## src/hdl/core_regs_pkg.sv

```systemverilog
package core_regs_pkg;
  localparam logic [7:0] ADDR_INDIRECT = 8'h00;
  localparam logic [7:0] ADDR_PC_LOW = 8'h02;
  localparam logic [7:0] ADDR_STATUS = 8'h03;
  localparam logic [7:0] ADDR_POINTER = 8'h04;
  localparam logic [7:0] ADDR_PC_HIGH = 8'h0A;
  localparam logic [7:0] ADDR_IRQ_CTRL = 8'h0B;
  localparam logic [7:0] ADDR_OPTION = 8'h81;
  localparam logic [7:0] ADDR_GPR_LO = 8'h20;
  localparam logic [7:0] ADDR_GPR_HI = 8'h5F;
  localparam int BIT_BANK = 5;
  localparam int BIT_TIMEOUT = 4;
  localparam int BIT_POWERDOWN = 3;
  localparam int BIT_ZERO = 2;
  localparam int BIT_DC = 1;
  localparam int BIT_CARRY = 0;
  localparam int BIT_PULLUP_DIS = 7;
  localparam int BIT_INT_EDGE = 6;
  localparam int BIT_T0_SOURCE = 5;
  localparam int BIT_T0_EDGE = 4;
  localparam int BIT_PS_ASSIGN = 3;
  localparam int BIT_GIE = 7;
  localparam logic [7:0] RESET_PC_LOW = 8'h00;
  localparam logic [7:0] RESET_PC_HIGH = 8'h00;
  localparam logic [7:0] RESET_IRQ_CTRL = 8'h00;
  localparam logic [7:0] RESET_OPTION = 8'hFF;
  localparam logic [7:0] RESET_STATUS = 8'h18;
  localparam logic [7:0] PC_HIGH_MASK = 8'h1F;

  typedef enum logic [2:0] {
    OP_NONE = 3'h0,
    OP_ADD = 3'h1,
    OP_SUB = 3'h3,
    OP_LOGIC = 3'h2,
    OP_ROR = 3'h6,
    OP_ROL = 3'h7,
    OP_CLEAR = 3'h5,
    OP_MOVE = 3'h4
  } alu_op_t;

  typedef struct packed {
    logic valid;
    logic [7:0] addr;
    logic [7:0] data;
  } reg_write_t;

  typedef struct packed {
    logic pullup_disable_n;
    logic ext_int_rising;
    logic timer0_ext_source;
    logic timer0_falling;
    logic prescaler_to_watchdog;
    logic [8:0] timer0_ratio;
    logic [7:0] watchdog_ratio;
  } option_cfg_t;
endpackage

```

## src/hdl/core_status_option_regs.sv

```systemverilog
`timescale 1ns/10ps
`default_nettype none
// Functional notes
// Flag-updating ops override written Z, DC, C
// Software cannot write timeout or powerdown flags
// Clear on status: top cleared, Z set
// bank_select picks bank 0 or 1
// Timeout flag: set by power-up/clear/sleep, cleared by timeout
// Powerdown flag: set power-up/clear, cleared by sleep
// Zero flag follows result equals zero
// Digit carry from bit 3 carry
// Carry from most significant bit carry
// Subtract adds two's complement of operand
// Rotates load carry with shifted-out bit
// Software keeps reserved status bits zero
// pullup_disable_n high disables all pull-ups
// Edge select chooses external interrupt edge
// Source select picks pin or instruction clock
// Timer0 edge select picks pin edge
// Prescaler goes to watchdog or timer0
// Rate code divides by two-power ratios
// Software assigns prescaler to watchdog for 1:1
// Interrupt flags set regardless of enables
// Software clears flags before enabling sources
// Status mirrored at 03h and 83h
// Indirect port redirects through pointer
// Unimplemented locations read as zero
// Global enable gates all interrupts
// Core registers decoded in both banks, except option (bank 1 only)
// Reset loads listed core register values
module core_status_option_regs
  import core_regs_pkg::*;
#(
  parameter int GPR_DEPTH = 64
) (
  input wire logic clk_in,
  input wire logic reset_in,
  input wire logic [6:0] dir_addr_in,
  input wire logic [7:0] alu_a_in,
  input wire logic [7:0] alu_b_in,
  input wire alu_op_t alu_op_in,
  input wire logic [7:0] logic_result_in,
  input wire logic write_en_in,
  input wire logic flags_en_in,
  input wire logic wdt_clear_in,
  input wire logic sleep_in,
  input wire logic wdt_timeout_in,
  input wire logic [2:0] irq_events_in,
  input wire logic read_en_in,
  output logic [7:0] read_data_out,
  output logic [7:0] status_out,
  output logic [7:0] pc_low_out,
  output logic [7:0] pc_high_out,
  output logic [7:0] irq_ctrl_out,
  output logic irq_out,
  output option_cfg_t option_out
);

  ////////////////////////////////////////////////////////////////////////
  logic [7:0] status;
  logic [7:0] pointer;
  logic [7:0] pc_low;
  logic [7:0] pc_high;
  logic [7:0] irq_ctrl;
  logic [7:0] option;
  logic [7:0] gpr [GPR_DEPTH];
  logic [7:0] eff_addr;
  logic [7:0] core_addr;
  logic [7:0] result;
  logic next_carry;
  logic next_dc;
  logic next_zero;
  logic [8:0] sum;
  logic [4:0] low_sum;
  logic [7:0] operand_b;
  reg_write_t wr;

  // Bank bit forms address bit 7 for direct access
  always_comb begin
    if (dir_addr_in == ADDR_INDIRECT[6:0]) begin
      eff_addr = pointer;
    end else begin
      eff_addr = {status[BIT_BANK], dir_addr_in};
    end
  end

  // Core registers ignore the bank bit, option excepted
  always_comb begin
    if (eff_addr == ADDR_OPTION) begin
      core_addr = ADDR_OPTION;
    end else begin
      core_addr = {1'b0, eff_addr[6:0]};
    end
  end

  ////////////////////////////////////////////////////////////////////////
  // Subtract as a + ~b + 1 so both carries come from the adder
  always_comb begin
    operand_b = (alu_op_in == OP_SUB) ? ~alu_b_in : alu_b_in;
    sum = {1'b0, alu_a_in} + {1'b0, operand_b} + {8'h00, alu_op_in == OP_SUB};
    low_sum = {1'b0, alu_a_in[3:0]} + {1'b0, operand_b[3:0]} + {4'h0, alu_op_in == OP_SUB};
    next_carry = status[BIT_CARRY];
    next_dc = status[BIT_DC];
    case (alu_op_in)
      OP_ADD, OP_SUB: begin
        result = sum[7:0];
        next_carry = sum[8];
        next_dc = low_sum[4];
      end
      OP_ROR: begin
        result = {status[BIT_CARRY], alu_a_in[7:1]};
        next_carry = alu_a_in[0];
      end
      OP_ROL: begin
        result = {alu_a_in[6:0], status[BIT_CARRY]};
        next_carry = alu_a_in[7];
      end
      OP_CLEAR: result = 8'h00;
      OP_LOGIC: result = logic_result_in;
      OP_MOVE: result = alu_a_in;
      default: result = alu_a_in;
    endcase
    // Rotates move only the carry; zero stays as it was
    if (alu_op_in == OP_ROR || alu_op_in == OP_ROL) begin
      next_zero = status[BIT_ZERO];
    end else begin
      next_zero = (result == 8'h00);
    end
    wr.valid = write_en_in;
    wr.addr = core_addr;
    wr.data = result;
  end

  ////////////////////////////////////////////////////////////////////////
  always_ff @(posedge clk_in or posedge reset_in) begin
    if (reset_in) begin
      status <= RESET_STATUS;
    end else begin
      if (wr.valid && wr.addr == ADDR_STATUS) begin
        // Writes reach bank and reserved bits, and Z, DC, C unless flags_en_in; reset flags stay
        status[7:5] <= wr.data[7:5];
      end
      if (flags_en_in) begin
        status[BIT_ZERO] <= next_zero;
        status[BIT_CARRY] <= next_carry;
        status[BIT_DC] <= next_dc;
      end else if (wr.valid && wr.addr == ADDR_STATUS) begin
        status[BIT_ZERO] <= wr.data[BIT_ZERO];
        status[BIT_CARRY] <= wr.data[BIT_CARRY];
        status[BIT_DC] <= wr.data[BIT_DC];
      end
      // Timeout event wins if it meets a clear or sleep
      if (wdt_timeout_in) begin
        status[BIT_TIMEOUT] <= 1'b0;
      end else if (wdt_clear_in || sleep_in) begin
        status[BIT_TIMEOUT] <= 1'b1;
      end
      if (sleep_in) begin
        status[BIT_POWERDOWN] <= 1'b0;
      end else if (wdt_clear_in) begin
        status[BIT_POWERDOWN] <= 1'b1;
      end
    end
  end

  always_ff @(posedge clk_in or posedge reset_in) begin
    if (reset_in) begin
      pointer <= 8'h00;
      pc_low <= RESET_PC_LOW;
      pc_high <= RESET_PC_HIGH;
      option <= RESET_OPTION;
    end else if (wr.valid) begin
      case (wr.addr)
        ADDR_POINTER: pointer <= wr.data;
        ADDR_PC_LOW: pc_low <= wr.data;
        ADDR_PC_HIGH: pc_high <= wr.data & PC_HIGH_MASK;
        ADDR_OPTION: option <= wr.data;
        default: pointer <= pointer;
      endcase
    end
  end

  // Hardware flag sets win over a same-cycle software clear
  always_ff @(posedge clk_in or posedge reset_in) begin
    if (reset_in) begin
      irq_ctrl <= RESET_IRQ_CTRL;
    end else begin
      if (wr.valid && wr.addr == ADDR_IRQ_CTRL) begin
        irq_ctrl <= wr.data | {5'h00, irq_events_in};
      end else begin
        irq_ctrl <= irq_ctrl | {5'h00, irq_events_in};
      end
    end
  end

  always_ff @(posedge clk_in) begin
    if (wr.valid && wr.addr >= ADDR_GPR_LO && wr.addr <= ADDR_GPR_HI) begin
      gpr[wr.addr[5:0]] <= wr.data;
    end
  end

  ////////////////////////////////////////////////////////////////////////
  always_ff @(posedge clk_in or posedge reset_in) begin
    if (reset_in) begin
      read_data_out <= 8'h00;
    end else if (read_en_in) begin
      if (eff_addr == ADDR_INDIRECT || eff_addr == 8'h80) begin
        read_data_out <= 8'h00;
      end else if (core_addr >= ADDR_GPR_LO && core_addr <= ADDR_GPR_HI) begin
        read_data_out <= gpr[core_addr[5:0]];
      end else begin
        case (core_addr)
          ADDR_STATUS: read_data_out <= status;
          ADDR_POINTER: read_data_out <= pointer;
          ADDR_PC_LOW: read_data_out <= pc_low;
          ADDR_PC_HIGH: read_data_out <= pc_high;
          ADDR_IRQ_CTRL: read_data_out <= irq_ctrl;
          ADDR_OPTION: read_data_out <= option;
          default: read_data_out <= 8'h00;
        endcase
      end
    end
  end

  // Per-source enables sit at bits 5..3 over flags 2..0
  always_ff @(posedge clk_in or posedge reset_in) begin
    if (reset_in) begin
      irq_out <= 1'b0;
      status_out <= RESET_STATUS;
      pc_low_out <= RESET_PC_LOW;
      pc_high_out <= RESET_PC_HIGH;
      irq_ctrl_out <= RESET_IRQ_CTRL;
    end else begin
      irq_out <= irq_ctrl[BIT_GIE] && |(irq_ctrl[5:3] & irq_ctrl[2:0]);
      status_out <= status;
      pc_low_out <= pc_low;
      pc_high_out <= pc_high;
      irq_ctrl_out <= irq_ctrl;
    end
  end

  always_ff @(posedge clk_in or posedge reset_in) begin
    if (reset_in) begin
      option_out <= '{1'b1, 1'b1, 1'b1, 1'b1, 1'b1, 9'h100, 8'h80};
    end else begin
      option_out.pullup_disable_n <= option[BIT_PULLUP_DIS];
      option_out.ext_int_rising <= option[BIT_INT_EDGE];
      option_out.timer0_ext_source <= option[BIT_T0_SOURCE];
      option_out.timer0_falling <= option[BIT_T0_EDGE];
      option_out.prescaler_to_watchdog <= option[BIT_PS_ASSIGN];
      option_out.timer0_ratio <= 9'h002 << option[2:0];
      option_out.watchdog_ratio <= 8'h01 << option[2:0];
    end
  end

endmodule
`default_nettype wire
```

## config.mk

```make
export PLATFORM = sky130hd
export DESIGN_NAME = core_status_option_regs
export DESIGN_NICKNAME = d
export VERILOG_FILES = /design/src/hdl/core_regs_pkg.sv /design/src/hdl/core_status_option_regs.sv
export SDC_FILE = /design/constraint.sdc
export NUM_CORES = 1
export LEC_CHECK = 0
export BUFFER_PORTS_ARGS = -buffer_cell sky130_fd_sc_hd__buf_4
export CAP_MARGIN = 5
export CORE_ASPECT_RATIO = 0.8
export CORE_MARGIN = 5
export CORE_UTILIZATION = 41
export CTS_CLUSTER_DIAMETER = 60
export CTS_CLUSTER_SIZE = 24
export DETAILED_ROUTE_END_ITERATION = 8
export SYNTH_ARGS = -nofsm -noshare
export SYNTH_HDL_FRONTEND = slang
export SYNTH_SLANG_ARGS = --single-unit
```

## constraint.sdc

```tcl
create_clock -name clk_in -period 4.32 [get_ports clk_in]
set_input_delay 0.216 -clock clk_in [delete_from_list [all_inputs] [get_ports clk_in]]
set_output_delay 0.216 -clock clk_in [all_outputs]
set_load 0.05 [all_outputs]
```

==> results of run 1 <==
-- cell type report --
| class | instances | area share (%) |
|---|---|---|
| multi-input cells | 1153 | 24.5 |
| repair buffers | 244 | 6.91 |
| flip-flops and latches | 608 | 60.9 |
| inverters | 18 | 0.240 |
| clock buffers | 43 | 3.32 |
| well taps | 830 | 3.55 |
| clock inverters | 16 | 0.599 |
-- cells by family (layout without fill, tap and decap cells) --
kind of cell	count (synthesis)	after routing	share of synthesized area [%]
and+or+nand+nor	744	744	13.2
DFF	608	608	69.6
AOI/OAI and AO/OA	252	252	7.17
buffers and inverters	137	321	2.83
muxes	133	133	6.37
xor gates and xnor gates	12	12	0.411
adders and majority gates	8	8	0.421
other	1	4	0.0147
-- through the flow --
stage | total power [mW] | hold slack [ps] | cells | util (%)
6_report | 11.7 | 110 | 2912 | 47.6
5_1_grt | 12.1 | 120 | 2912 | 47.6
4_1_cts | 11.7 | 89.4 | 2912 | 47.6
3_5_place_dp | 8.07 | 336 | 2843 | 45.6
3_3_place_gp | 8.05 | 334 | 2843 | 45.6
2_1_floorplan | 7.50 | 249 | 1898 | -
-- power by group through the flow --
stage / Clock, mW / Sequential (mW) / Combinational [mW]
6_report: 3.71 / 6.64 / 1.31
4_1_cts: 3.78 / 6.64 / 1.30
3_5_place_dp: 0 / 6.77 / 1.29
2_1_floorplan: 0 / 6.87 / 0.631
3_3_place_gp: 0 / 6.77 / 1.28
5_1_grt: 4.01 / 6.65 / 1.39
-- final timing paths --
check                                         to   startpoint  cells after the start
worst max-delay path            read_data_out[3]   pointer[1]                      9
worst min-delay path                   status[0]  alu_a_in[0]                      4
worst max register to register  read_data_out[3]   pointer[1]                      9
worst min register to register     status_out[3]    status[3]                      0
max in group asynchronous         option_out[18]     reset_in                      4
min in group asynchronous              status[6]     reset_in                      3
-- worst max-delay path, cell delays in order (launching register included) --
cell and delay, ps:
sky130_fd_sc_hd__dfrtp_1 530, sky130_fd_sc_hd__nor4b_2 600, sky130_fd_sc_hd__a21o_4 670, sky130_fd_sc_hd__buf_12 280, sky130_fd_sc_hd__buf_4 160, sky130_fd_sc_hd__nand2_1 50, sky130_fd_sc_hd__a2111oi_0 830, sky130_fd_sc_hd__nor4_1 110
sky130_fd_sc_hd__and3_1 230, sky130_fd_sc_hd__a22oi_1 210
-- state kept, by name (all words and copies together) (netlist names) --
register       count
status             8
pc_high            5
status_out         8
pc_low_out         8
option             8
pc_low             8
pc_high_out        5
irq_out            1
read_data_out      8
option_out        13
irq_ctrl           8
gpr              512
irq_ctrl_out       8
pointer            8
-- placed cells by master, fill, tap and decap left out, types with 10 or more instances in the layout --
| cell | n |
|---|---|
| sky130_fd_sc_hd__nor2_1 | 114 |
| sky130_fd_sc_hd__a221oi_1 | 16 |
| sky130_fd_sc_hd__nor3_1 | 19 |
| sky130_fd_sc_hd__a211oi_1 | 10 |
| sky130_fd_sc_hd__dfrtp_1 | 78 |
| sky130_fd_sc_hd__inv_1 | 13 |
| sky130_fd_sc_hd__edfxtp_1 | 512 |
| sky130_fd_sc_hd__a21oi_1 | 46 |
| sky130_fd_sc_hd__a32oi_1 | 12 |
| sky130_fd_sc_hd__buf_12 | 13 |
| sky130_fd_sc_hd__mux2i_1 | 84 |
| sky130_fd_sc_hd__o21ai_0 | 24 |
| sky130_fd_sc_hd__dfstp_2 | 18 |
| sky130_fd_sc_hd__dlygate4sd3_1 | 10 |
| sky130_fd_sc_hd__nand4_1 | 40 |
| sky130_fd_sc_hd__a31oi_1 | 27 |
| sky130_fd_sc_hd__nand2b_1 | 10 |
| sky130_fd_sc_hd__xnor2_1 | 10 |
| sky130_fd_sc_hd__nand3_1 | 110 |
| sky130_fd_sc_hd__mux2_2 | 28 |
| sky130_fd_sc_hd__clkbuf_16 | 38 |
| sky130_fd_sc_hd__a22oi_1 | 25 |
| sky130_fd_sc_hd__buf_4 | 221 |
| sky130_fd_sc_hd__mux4_2 | 21 |
| sky130_fd_sc_hd__nand2_1 | 382 |
-- timing repair --
| item | 4_1_cts | 5_1_grt |
|---|---|---|
| hold buffers | 10 | 0 |
| gates resized for setup | 0 | 0 |
| hold endpoints to repair | 54 | 0 |
| endpoints found under the setup margin | 0 | 0 |
-- routing by layer --
metal | up-vias | share of wire [%] | GRT usage, %
li1 | 7423 | - | -
met1 | 8555 | 43 | 32.5
met2 | 802 | 44 | 31.5
met3 | 100 | 11 | 6.63
met4 | 2 | 2.2 | 5.23
met5 | - | 0.015 | 0
==> impl_metrics.toml, run 1 <==
[cells_and_area]
finalInstanceArea_um2 = 29200
layout-drive-gt1-share_pct = 19.4
layout.area.seq_um2 = 17800
footprint_of_the_multi_input_gates_um2 = 7160
area_overhead_vs_synth_pct = 14.3
fill_cell_count = 5507
layout_net_count = 2113
antenna_cells = 0

[floorplanning]
die_area_um2 = 67500
floorplan.initialDensity_pct = 41.6
die_height_um = 233
boundaryPins = 108
die_w_um = 289
placementRows = 81
core_region_area_um2 = 61400

[setup_path]
reg2reg_slack_ps = 530
cp.arrival_ps = 4280
crit_path_end_kind = "flip-flop"
kind_of_launch_point_of_the_worst_setup_path = "flip-flop"
critPathMaxFanout = 47
required_ps = 4810
timing_worst_setup_path_type = "flip-flop to flip-flop"

[clocking]
numClockSinks = 608
cts_inserted_buffers = 35
clk_latency_ps = 580
htree_levels = 2
cts_buffer_depth = 3
path_clk_slew_ps = 90
clock_tree_from_tritoncts = "yes"
cts.repair_timing.setup_buffer_count = 0
clock-root-buffer = "sky130_fd_sc_hd__clkbuf_16"

[timing]
final_min_period_over_clock_period_pct = 87.7
setup_ws_ps = 533
shortest_period_the_worst_path_allows_ps = 3790
max_slew.worst_pin.slew_ps = 1030
max_freq_mhz = 264
final.setup.tns_ps = 0
final-max-slew-violation-count = 0
grt_setup_unrepaired = "false"
post_route_clock_skew_ps = 22.4
report.final.hold_viol_count = 0
timing.slew.headroom_pct = 31.3
finalSetupViolCount = 0

[min_path]
min-delay-path-class = "input pin to flip-flop"

[power_and_ir_drop]
power.share.switching_pct = 25.4
net-switching-power_mw = 2.97
p_leak_nw = 10.4
internal-power_mw = 8.70
p_per_area_nw_per_um2 = 399
pwr-share-comb_pct = 11.3
p_clk_share_pct = 31.8
vdd_drop_max_mv = 0.314
share_seq_of_total_power_pct = 57.0

[yosys]
asyncSetResetFlopFracSynth_pct = 15.8
synth-edff-count = 512
synth.top_cells.by_count = "sky130_fd_sc_hd__edfxtp_1, sky130_fd_sc_hd__nand2_1, sky130_fd_sc_hd__nor2_1"
synth_top_area_share_pct = 60.1
synth_seq_area_share_pct = 69.6
post_synth_main_area_contributors = "sky130_fd_sc_hd__edfxtp_1, sky130_fd_sc_hd__dfrtp_1, sky130_fd_sc_hd__nand2_1"
library_cell_occupying_the_most_area_in_the_post_synthesis_netlist = "sky130_fd_sc_hd__edfxtp_1"
synth_seq_cells = 608
dominantRegCellSynth = "sky130_fd_sc_hd__edfxtp_1"
avgSynthCellArea_um2 = 13.5
synthesis.yosys.warnings = 0
yosysUniqueCellTypes = 87
syn_inst = 1895
synth.most_common_cell = "sky130_fd_sc_hd__edfxtp_1"
netlist_area_um2 = 25600

[placed_design]
place.gp.congestion = 0.942
dpl-instance-area_um2 = 28000
dp_hpwl_um = 50600
place.port_buffers = 103
preCtsSetupSlack_ps = 552

[detailed_routing]
drt_first_pass_iters = 5
vias = 16900
totalWireLength_um = 74800
mean_number_of_vias_per_cell = 5.80
postRouteAntennaNets = 0
drt_first_iter_violations = 2244
post-route-drc-count = 0
average_wire_length_per_cell_after_detail_routing_um = 25.7

[global_routing]
grt_start_max_net_pins = 71
total_global_routing_track_utilization_pct = 21.8
global_route.overflow_total = 0
antenna_violations_before_repair = 2
global_route_wire_length_before_repair_um = 108000
vias_in_the_first_global_route = 16000

[status]
run_status = "completed"

[job]
max_cap_viol_count = 0
(Power assumes the default switching activity.)
==> run 2, diff against run 1 <==
--- a/config.mk
+++ b/config.mk
@@ -13,6 +13,7 @@
 export CTS_CLUSTER_DIAMETER = 60
 export CTS_CLUSTER_SIZE = 24
 export DETAILED_ROUTE_END_ITERATION = 8
+export PLACE_DENSITY = 0.58
 export SYNTH_ARGS = -nofsm -noshare
 export SYNTH_HDL_FRONTEND = slang
 export SYNTH_SLANG_ARGS = --single-unit
==> run 2 against run 1 <==
  * Hold slack improved by 0.81 ps
  * Cell count increased by 0.24%
  * Global-route usage increased by 0.94 points
  * Clock skew decreased by 2.8 ps
  * Sequential share of layout area about the same
  * Critical path depth did not move
  * Utilization is essentially flat
  * Sequential cell count unchanged
  * Final area hardly changed
  * Via count is 1.3% higher
  * Wire length rose by 3.8%
  * Setup slack gained 74 ps
==> impl_metrics.toml, run 2 (synthesized netlist as in run 1, its figures left out) <==
[status]
run_status = "completed"

[cells_and_area]
largest_register_ff_count = 512
area_overhead_vs_synth_pct = 14.4
final_common_cell = "sky130_fd_sc_hd__edfxtp_1"
mostFrequentLayoutCells = "sky130_fd_sc_hd__edfxtp_1, sky130_fd_sc_hd__nand2_1, sky130_fd_sc_hd__buf_4, sky130_fd_sc_hd__nor2_1, sky130_fd_sc_hd__nand3_1"
layout_net_count = 2117
layout-drive-gt1-share_pct = 19.4

[clocking]
cts_inserted_buffers = 36
clock-root-buffer = "sky130_fd_sc_hd__clkbuf_16"
numClockSinks = 608
clock_tree_from_tritoncts = "yes"
htree_levels = 2
clk_latency_ps = 580
cts.repair_timing.setup_buffer_count = 0
postCtsHoldBufs = 10
path_clk_slew_ps = 90
cts_buffer_depth = 3
cts_resized = 0

[global_routing]
grt_start_max_net_pins = 71
vias_in_the_first_global_route = 16200
global_route_wire_length_before_repair_um = 114000
antenna_violations_before_repair = 0
global_route.overflow_total = 0
total_global_routing_track_utilization_pct = 22.8

[timing]
report.final.hold_viol_count = 0
grt_setup_unrepaired = "false"
max_freq_mhz = 269
final_min_period_over_clock_period_pct = 85.9
timing.slew.headroom_pct = 42.0
post_route_clock_skew_ps = 19.7
final-max-slew-violation-count = 0
max_slew.worst_pin.slew_ps = 864
fin_hold_ws_ps = 111
finalSetupViolCount = 0
final.setup.tns_ps = 0
shortest_period_the_worst_path_allows_ps = 3710

[floorplanning]
boundaryPins = 108
die_w_um = 289
die_height_um = 233
die_area_um2 = 67500
core_region_area_um2 = 61400
placementRows = 81
floorplan.initialDensity_pct = 41.6

[setup_path]
crit_path_end_kind = "flip-flop"
reg2reg_slack_ps = 610
kind_of_launch_point_of_the_worst_setup_path = "flip-flop"
cp.arrival_ps = 4150
required_ps = 4760
critPathMaxFanout = 44
timing_worst_setup_path_type = "flip-flop to flip-flop"

[placed_design]
place.gp.congestion = 0.947
place.port_buffers = 103
dp_hpwl_um = 52300

[detailed_routing]
vias = 17100
drt_first_pass_iters = 5
mean_number_of_vias_per_cell = 5.86
postRouteAntennaNets = 0
post-route-drc-count = 0
totalWireLength_um = 77700
drt_first_iter_violations = 2171
average_wire_length_per_cell_after_detail_routing_um = 26.6

[power_and_ir_drop]
vdd_drop_max_mv = 0.418
p_per_area_nw_per_um2 = 402
p_leak_nw = 10.4

[min_path]
min-delay-path-class = "input pin to flip-flop"

[job]
max_cap_viol_count = 0
[run 2: critical path, cell delays in order (launching register included)]
cell and delay [ps]:
sky130_fd_sc_hd__dfrtp_1 520, sky130_fd_sc_hd__nor4b_2 560, sky130_fd_sc_hd__a21o_4 670, sky130_fd_sc_hd__buf_4 450, sky130_fd_sc_hd__mux2i_1 230, sky130_fd_sc_hd__nor3_1 60
sky130_fd_sc_hd__a31oi_1 520, sky130_fd_sc_hd__o21ai_0 180, sky130_fd_sc_hd__o31ai_1 280, sky130_fd_sc_hd__a21oi_1 60
[run 2: final cells by class]
cell class,instances,area [µm²]
antenna,1,2.50
clock buffer,43,948
clock inverter,19,223
tap,830,1040
multi-input combinational,1153,7160
timing repair buffer,247,2000
sequential,608,17800
inverter,18,70.1
fill,5458,32200
[run 2: power breakdown]
| group | internal, mW | total, mW | switching, mW | leakage, nW |
|---|---|---|---|---|
| Clock | 1.77 | 3.76 | 2.00 | 0.569 |
| Combinational | 0.377 | 1.34 | 0.966 | 4.11 |
| Sequential | 6.57 | 6.64 | 0.0741 | 5.76 |
| Total | 8.71 | 11.7 | 3.04 | 10.4 |
[run 2: worst paths after layout]
path	cells past startpoint	startpoint	to
min in group asynchronous	3	reset_in	status_out[1]
max reg2reg	9	pointer[1]	read_data_out[2]
min reg2reg	0	status[3]	status_out[3]
min	4	alu_a_in[2]	status[2]
max	9	pointer[1]	read_data_out[2]
max in group asynchronous	4	reset_in	option_out[20]
[run 2: per-layer routing]
layer	up-vias	part of all wire, %	track usage [%]	routed length, µm
met5	-	0	0	0
met4	0	2.2	5.29	1720
met3	113	9.2	4.40	7110
met2	852	42	32.1	32800
met1	8712	46	36.2	36000
li1	7425	-	-	-
[run 2: per-stage QoR]
stage,power (mW),std cells,setup slack [ps],cell area [µm²],util (%)
6_report,11.7,2919,608,29200,47.6
3_3_place_gp,8.08,2846,753,28000,45.5
3_5_place_dp,8.09,2846,728,28000,45.5
2_1_floorplan,7.50,1898,236,25600,-
5_1_grt,12.1,2918,481,29200,47.6
4_1_cts,11.8,2918,722,29200,47.6
